<file path="config.mk">
export PLATFORM = sky130hd
export DESIGN_NAME = sse_core
export DESIGN_NICKNAME = d
export VERILOG_FILES = /design/src/sse_pkg.sv /design/src/sse_core.sv
export VERILOG_INCLUDE_DIRS = /design/src
export SDC_FILE = /design/constraint.sdc
export NUM_CORES = 1
export LEC_CHECK = 0
export ABC_AREA = 1
export BUFFER_PORTS_ARGS = -buffer_cell sky130_fd_sc_hd__buf_2
export CAP_MARGIN = 0
export CORE_MARGIN = 3
export CORE_UTILIZATION = 55
export CTS_CLUSTER_SIZE = 40
export DETAILED_ROUTE_END_ITERATION = 10
export PLACE_DENSITY = 0.78
export SLEW_MARGIN = 5
export SYNTH_ARGS = -nofsm -noshare
export SYNTH_HDL_FRONTEND = slang
export SYNTH_SLANG_ARGS = --single-unit
</file>
<file path="constraint.sdc">
create_clock -name pclk -period 2.4 [get_ports pclk]
set_input_delay 0.48 -clock pclk [delete_from_list [all_inputs] [get_ports pclk]]
set_output_delay 0.48 -clock pclk [all_outputs]
set_load 0.05 [all_outputs]
</file>
<file path="src/sse_cfg.svh">
`ifndef SSE_CFG_SVH
`define SSE_CFG_SVH
// register byte offsets
`define SSE_REQ_OFF 12'h000
`define SSE_CMD_OFF 12'h004
`define SSE_RSP_OFF 12'h008
`define SSE_REC_OFF 12'h00c
`define SSE_CFG_OFF 12'h010
`define SSE_UPD_OFF 12'h014
`define SSE_ST_OFF 12'h018
`define SSE_REC_BASE 12'h040
// field positions
`define SSE_HANDLE_LSB 0
`define SSE_MASK_LSB 16
`define SSE_RSVD_LSB 24
// codes and limits
`define SSE_CODE_OK 8'h00
`define SSE_CODE_UNKNOWN 8'h80
`define SSE_HANDLE_RSVD_LO 16'h0000
`define SSE_HANDLE_RSVD_HI 16'hffff
`define SSE_DEF_HANDLE 16'h0001
`define SSE_DEF_COUNT 4'h1
`define SSE_STATE_UNKNOWN 8'h00
`endif

</file>
<file path="src/sse_pkg.sv">
package sse_pkg;
    typedef enum logic [1:0] {
        SSE_IDLE = 2'b00,
        SSE_EXEC = 2'b01,
        SSE_DONE = 2'b10
    } sse_state_e;
endpackage

</file>
<file path="src/sse_core.sv">
// Decided for this implementation: the register addresses and register access over APB.
`timescale 1ns/1ns
`include "sse_cfg.svh"
module sse_core
    import sse_pkg::*;
#(
    parameter int NSETS = 8
) (
    input wire logic pclk,
    input wire logic presetn,
    input wire logic psel,
    input wire logic penable,
    input wire logic pwrite,
    input wire logic [11:0] paddr,
    input wire logic [31:0] pwdata,
    output logic [31:0] prdata,
    output logic pready,
    output logic pslverr,
    input wire logic [NSETS*8-1:0] sensor_operating_condition,
    input wire logic [NSETS*8-1:0] sensor_state_in,
    input wire logic [NSETS*8-1:0] sensor_event_in,
    input wire logic [NSETS-1:0] sensor_event_strobe,
    output logic [NSETS-1:0] rearm_pulse
);
    logic [31:0] req_reg;
    logic [15:0] handle_cfg_reg;
    logic [3:0] count_cfg_reg;
    logic [NSETS-1:0] known_reg;
    logic [7:0] cur_reg [NSETS];
    logic [7:0] prior_reg [NSETS];
    logic [7:0] evt_reg [NSETS];
    logic [7:0] cond_reg [NSETS];
    logic [7:0] result_code_reg;
    logic [3:0] rsp_count_reg;
    logic [NSETS-1:0] rearm_reg;
    sse_state_e state_reg;
    logic [31:0] rdata_next;
    logic setup_wr, wr_en, rd_en, hit, start, handle_ok;
    logic [15:0] req_handle;
    logic [NSETS-1:0] count_mask;
    logic [NSETS-1:0] samp1_reg, samp2_reg;
    logic [7:0] st1_reg [NSETS];
    logic [7:0] st2_reg [NSETS];
    logic [7:0] ev1_reg [NSETS];
    logic [7:0] ev2_reg [NSETS];
    logic [7:0] oc1_reg [NSETS];
    logic [7:0] oc2_reg [NSETS];

    // bus strobes, zero wait states
    assign setup_wr = psel & ~penable;
    assign wr_en = psel & penable & pwrite;
    assign rd_en = psel & ~penable & ~pwrite;
    assign start = wr_en && paddr == `SSE_CMD_OFF && pwdata[0] && state_reg == SSE_IDLE;
    assign req_handle = req_reg[`SSE_HANDLE_LSB +: 16];
    // reserved handles and foreign handles are unknown
    assign handle_ok = req_handle != `SSE_HANDLE_RSVD_LO && req_handle != `SSE_HANDLE_RSVD_HI
        && req_handle == handle_cfg_reg;

    // set count mask, clamp to range 1..NSETS
    always_comb begin
        count_mask = '0;
        for (int i = 0; i < NSETS; i++) begin
            if (i < int'(count_cfg_reg) || i == 0) begin
                count_mask[i] = 1'b1;
            end
        end
    end

    // software registers
    always_ff @(posedge pclk or negedge presetn) begin
        if (!presetn) begin
            req_reg <= 32'h0000_0000;
            handle_cfg_reg <= `SSE_DEF_HANDLE;
            count_cfg_reg <= `SSE_DEF_COUNT;
        end else if (wr_en) begin
            if (paddr == `SSE_REQ_OFF && state_reg == SSE_IDLE) begin
                req_reg <= pwdata;
            end
            if (paddr == `SSE_CFG_OFF) begin
                handle_cfg_reg <= pwdata[15:0];
                if (pwdata[19:16] >= 4'h1 && int'(pwdata[19:16]) <= NSETS) begin
                    count_cfg_reg <= pwdata[19:16];
                end
            end
        end
    end

    // command sequencer
    always_ff @(posedge pclk or negedge presetn) begin
        if (!presetn) begin
            state_reg <= SSE_IDLE;
            result_code_reg <= `SSE_CODE_OK;
            rsp_count_reg <= 4'h0;
            rearm_reg <= '0;
        end else begin
            rearm_reg <= '0;
            case (state_reg)
                SSE_IDLE: begin
                    if (start) begin
                        state_reg <= SSE_EXEC;
                    end
                end
                SSE_EXEC: begin
                    if (handle_ok) begin
                        result_code_reg <= `SSE_CODE_OK;
                        rsp_count_reg <= count_cfg_reg;
                        rearm_reg <= req_reg[`SSE_MASK_LSB +: NSETS] & count_mask;
                    end else begin
                        result_code_reg <= `SSE_CODE_UNKNOWN;
                        rsp_count_reg <= 4'h0;
                    end
                    state_reg <= SSE_DONE;
                end
                SSE_DONE: begin
                    state_reg <= SSE_IDLE;
                end
                default: begin
                    state_reg <= SSE_IDLE;
                end
            endcase
        end
    end

    assign rearm_pulse = rearm_reg;

    // per-set sensor tracking with pin synchronisers
    for (genvar g = 0; g < NSETS; g++) begin : g_set
        always_ff @(posedge pclk or negedge presetn) begin
            if (!presetn) begin
                st1_reg[g] <= `SSE_STATE_UNKNOWN;
                st2_reg[g] <= `SSE_STATE_UNKNOWN;
                ev1_reg[g] <= `SSE_STATE_UNKNOWN;
                ev2_reg[g] <= `SSE_STATE_UNKNOWN;
                oc1_reg[g] <= 8'h00;
                oc2_reg[g] <= 8'h00;
                samp1_reg[g] <= 1'b0;
                samp2_reg[g] <= 1'b0;
            end else begin
                st1_reg[g] <= sensor_state_in[g*8 +: 8];
                st2_reg[g] <= st1_reg[g];
                ev1_reg[g] <= sensor_event_in[g*8 +: 8];
                ev2_reg[g] <= ev1_reg[g];
                oc1_reg[g] <= sensor_operating_condition[g*8 +: 8];
                oc2_reg[g] <= oc1_reg[g];
                samp1_reg[g] <= sensor_event_strobe[g];
                samp2_reg[g] <= samp1_reg[g];
            end
        end

        // assessment of current and prior state
        always_ff @(posedge pclk or negedge presetn) begin
            if (!presetn) begin
                cur_reg[g] <= `SSE_STATE_UNKNOWN;
                prior_reg[g] <= `SSE_STATE_UNKNOWN;
                evt_reg[g] <= `SSE_STATE_UNKNOWN;
                cond_reg[g] <= 8'h00;
                known_reg[g] <= 1'b0;
            end else begin
                cond_reg[g] <= oc2_reg[g];
                cur_reg[g] <= st2_reg[g];
                if (!known_reg[g] || rearm_reg[g]) begin
                    prior_reg[g] <= st2_reg[g];
                    known_reg[g] <= 1'b1;
                end else if (st2_reg[g] != cur_reg[g]) begin
                    // an unknown earlier state leaves prior equal to current
                    if (cur_reg[g] == `SSE_STATE_UNKNOWN) begin
                        prior_reg[g] <= st2_reg[g];
                    end else begin
                        prior_reg[g] <= cur_reg[g];
                    end
                end
                if (samp2_reg[g]) begin
                    evt_reg[g] <= ev2_reg[g];
                end
            end
        end
    end

    // read mux
    always_comb begin
        rdata_next = 32'h0000_0000;
        hit = 1'b1;
        case (paddr)
            `SSE_REQ_OFF: rdata_next = req_reg;
            `SSE_CMD_OFF: rdata_next = 32'h0000_0000;
            `SSE_RSP_OFF: rdata_next = {20'h00000, rsp_count_reg, result_code_reg};
            `SSE_CFG_OFF: rdata_next = {12'h000, count_cfg_reg, handle_cfg_reg};
            `SSE_ST_OFF: rdata_next = {30'h0, state_reg};
            default: begin
                hit = 1'b0;
                for (int i = 0; i < NSETS; i++) begin
                    if (paddr == `SSE_REC_BASE + 12'(i * 4)) begin
                        hit = 1'b1;
                        rdata_next = {evt_reg[i], prior_reg[i], cur_reg[i], cond_reg[i]};
                    end
                end
            end
        endcase
    end

    // registered bus answer
    always_ff @(posedge pclk or negedge presetn) begin
        if (!presetn) begin
            prdata <= 32'h0000_0000;
            pready <= 1'b0;
            pslverr <= 1'b0;
        end else begin
            pready <= setup_wr;
            pslverr <= setup_wr & ~hit;
            if (rd_en) begin
                prdata <= rdata_next;
            end
        end
    end
endmodule

</file>
==> flow_summary.yaml <==
outcome:
  status: "finished, final reports clean"
final_layout:
  area_growth_pct: 27.4
  fin_cells: 3618
  nets: 3188
  drive_gt1_share_pct: 19.3
  fin_area_sq_um: 34200
yosys:
  synthDistinctLibCells: 41
  yosys_warnings: 0
  syn_inst: 2362
  yosys.area.top_type: "dfrtp_1"
  ys_seq_elements: 765
  postSynthAreaPerCell_sq_um: 11.4
  synthFlopType: "dfrtp_1"
  ys_top_cells_by_area: "dfrtp_1, nand2_1, inv_1"
  async_flop_share_pct: 100
  ys_seq_area_share_pct: 71.4
  synth_edf_count: 0
  synth_top_area_share_pct: 71.2
  synth_area_sq_um: 26800
drt:
  drc: 0
  first_pass_iters: 8
  wirelength_microns: 77000
  vias_per_cell: 5.39
  wire_per_inst_microns: 21.3
  drtIter0Drc: 1912
  dr_total_vias: 19499
  detail-route-antenna-nets: 0
power:
  swShare_pct: 23.2
  clockPowerShare_pct: 44.2
  power.switching_mw: 6.42
  finalPower_mw: 27.7
  power_frac_comb_pct: 5.3
  p_seq_share_pct: 50.5
  powerDensity_nw_per_um2: 810
  p_int_mw: 21.2
  p_leak_nw: 16.9
  ir_drop_uv: 727
flow_run:
  cap_violations: 0
clock_network:
  cts_resized: 0
  cts-htree-levels: 3
  root_buffer: "clkbuf_16"
  cts_made_buffers: 74
  clkSlewWorstSetupHoldPaths_ns: 0.06
  numClockSinks: 765
  insertion_delay_ns: 0.64
  clock_path_buffers: 3
  cts_tree: "yes"
setup_path:
  critical_path_peak_fanout: 9
  criticalPathCategory: "register to register"
  worst_setup_path_start_kind: "register"
  critPathArrivalTime_ns: 2.59
  endpoint_kind: "register"
  critical_path_required_ns: 2.92
placement:
  place_area_sq_um: 29600
  dp.cells: 3277
  port_buffers: 290
  gp_congestion: 1.01
  dp_hpwl_microns: 47700
global_routing:
  antenna_found_initial: 3
  globalRouteTotalUtil_pct: 30.7
  grt_pass1_vias: 20681
  overflow: 0
  grt_pass1_wl_microns: 119000
  grt_max_degree: 93
floorplanning:
  die-area_sq_um: 51400
  die_w_microns: 227
  initial_utilization_pct: 55.9
  core-area_sq_um: 47900
  ios: 291
  rows: 80
  die_y_microns: 227
sta:
  clock_skew_ns: 0.0230
  timing.hold.ws_ns: 0.0273
  finalSetupViolCount: 0
  maxSlewViolCount: 0
  rsz0062_at_grt: "no"
  worstMarginPinSlew_ns: 0.707
  hold_violations: 0
  finalCritPeriodShare_pct: 86.6
  period_minus_slack_ns: 2.08
  relSlewSlack_pct: 52.4
  clock.fmax_mhz: 481
  setup_tns_ns: 0
min_path:
  hold_path_class: "input port to register"
[stage by stage]
step / setup WS (ns) / utilization (%)
detailed placement: -0.167 / 61.7
floorplan: 0.478 / -
CTS: 0.365 / 71.2
finish: 0.321 / 71.2
global route: 0.176 / 71.2
global placement: -0.152 / 61.7
[power by group through the flow]
stage	combinational (mW)	clock, mW	sequential (mW)
5_1_grt	1.62	12.9	14.0
3_5_place_dp	1.16	0	14.2
6_report	1.46	12.2	14.0
4_1_cts	1.44	12.2	14.0
2_1_floorplan	0.486	0	14.0
3_3_place_gp	1.12	0	14.1
[cells by family after synthesis]
group / count (synthesis) / synth area share, %
XOR/XNOR: 40 / 1.31
AO/OA/AOI/OAI: 208 / 4.27
other: 1 / 0.0140
multiplexers: 68 / 3.00
flip-flops: 765 / 71.4
AND/OR/NAND/NOR: 948 / 15.2
buffers and inverters: 332 / 4.77
[metal layers]
metal  vias up  share of wire (%)  global-route usage [%]
met2       894                 51                    52.9
met5         -              0.038                       0
met4         4                4.5                    13.4
li1       8691                  -                       -
met3       209                6.4                    6.16
met1      9701                 38                    37.8
[area by class of cell]
class / instances / area (sq um)
sequential: 765 / 19100
fill: 3053 / 13800
multi-input combinational: 1272 / 6440
timing repair buffer: 557 / 4230
clock buffer: 104 / 2120
inverter: 269 / 1010
tap: 615 / 769
clock inverter: 34 / 438
antenna: 2 / 5.00
[worst max-delay path: stages, from the launching register on]
cell	delay (ns)
dfrtp_1	0.45
xor2_1	0.19
nor4_1	0.31
nand2_1	0.09
nor2_1	0.25
nand3_1	0.35
nor3_1	0.32
[cell usage in the layout, fill, tap and decap left out, types with 8 or more instances in the layout]
cell type,netlist,final
clkinv_2,0,18
buf_2,21,289
dlygate4sd3_1,0,201
clkbuf_1,39,16
nand3_1,139,139
o22ai_1,53,53
nor4_1,29,29
nor2_1,170,169
buf_4,0,45
clkbuf_16,0,75
xor2_1,32,32
nand2_1,527,527
clkbuf_8,0,13
a21oi_1,16,16
nand4_1,49,49
o21ai_0,120,120
nor3_1,12,12
o21ai_1,10,10
mux2_4,10,10
inv_1,260,260
buf_12,0,21
xnor2_1,8,8
dfrtp_1,763,763
mux2_2,58,58
conb_1,1,8
[synth_stat cells (2+ instances only)]
cell type,count
nor2_4,2
mux2_2,58
buf_2,21
inv_2,7
o22ai_1,53
inv_1,260
or2_2,3
dfstp_2,2
o31ai_1,2
nand2_2,3
a21oi_1,16
nor4_1,29
mux2_4,10
clkinv_1,2
o21ai_1,10
nor2_1,170
xnor2_1,8
buf_1,2
nor3_1,12
clkbuf_1,39
nor4_4,2
nand4_1,49
xor2_1,32
nand3_1,139
dfrtp_1,763
nor2_2,4
o21ai_0,120
nand2_1,527
nor3_2,5
[worst paths after layout]
| kind | cells past startpoint | from | end | slack, ns |
|---|---|---|---|---|
| max reg2reg | 6 | req_reg[10] | rearm_pulse[7] | 0.32 |
| min | 2 | penable | pready | 0.03 |
| min reg2reg | 0 | oc2_reg[62] | cond_reg[62] | 0.34 |
| max | 6 | req_reg[10] | rearm_pulse[7] | 0.32 |
| max in group asynchronous | 4 | presetn | cond_reg[29] | 1.16 |
| min in group asynchronous | 2 | presetn | st1_reg[41] | 0.36 |
[repair_timing]
action / 4_1_cts / 5_1_grt
hold endpoints to repair: 227 / 0
hold buffers: 201 / 0
setup buffers: 0 / 0
No activity file was read; power rests on OpenSTA's default activity.
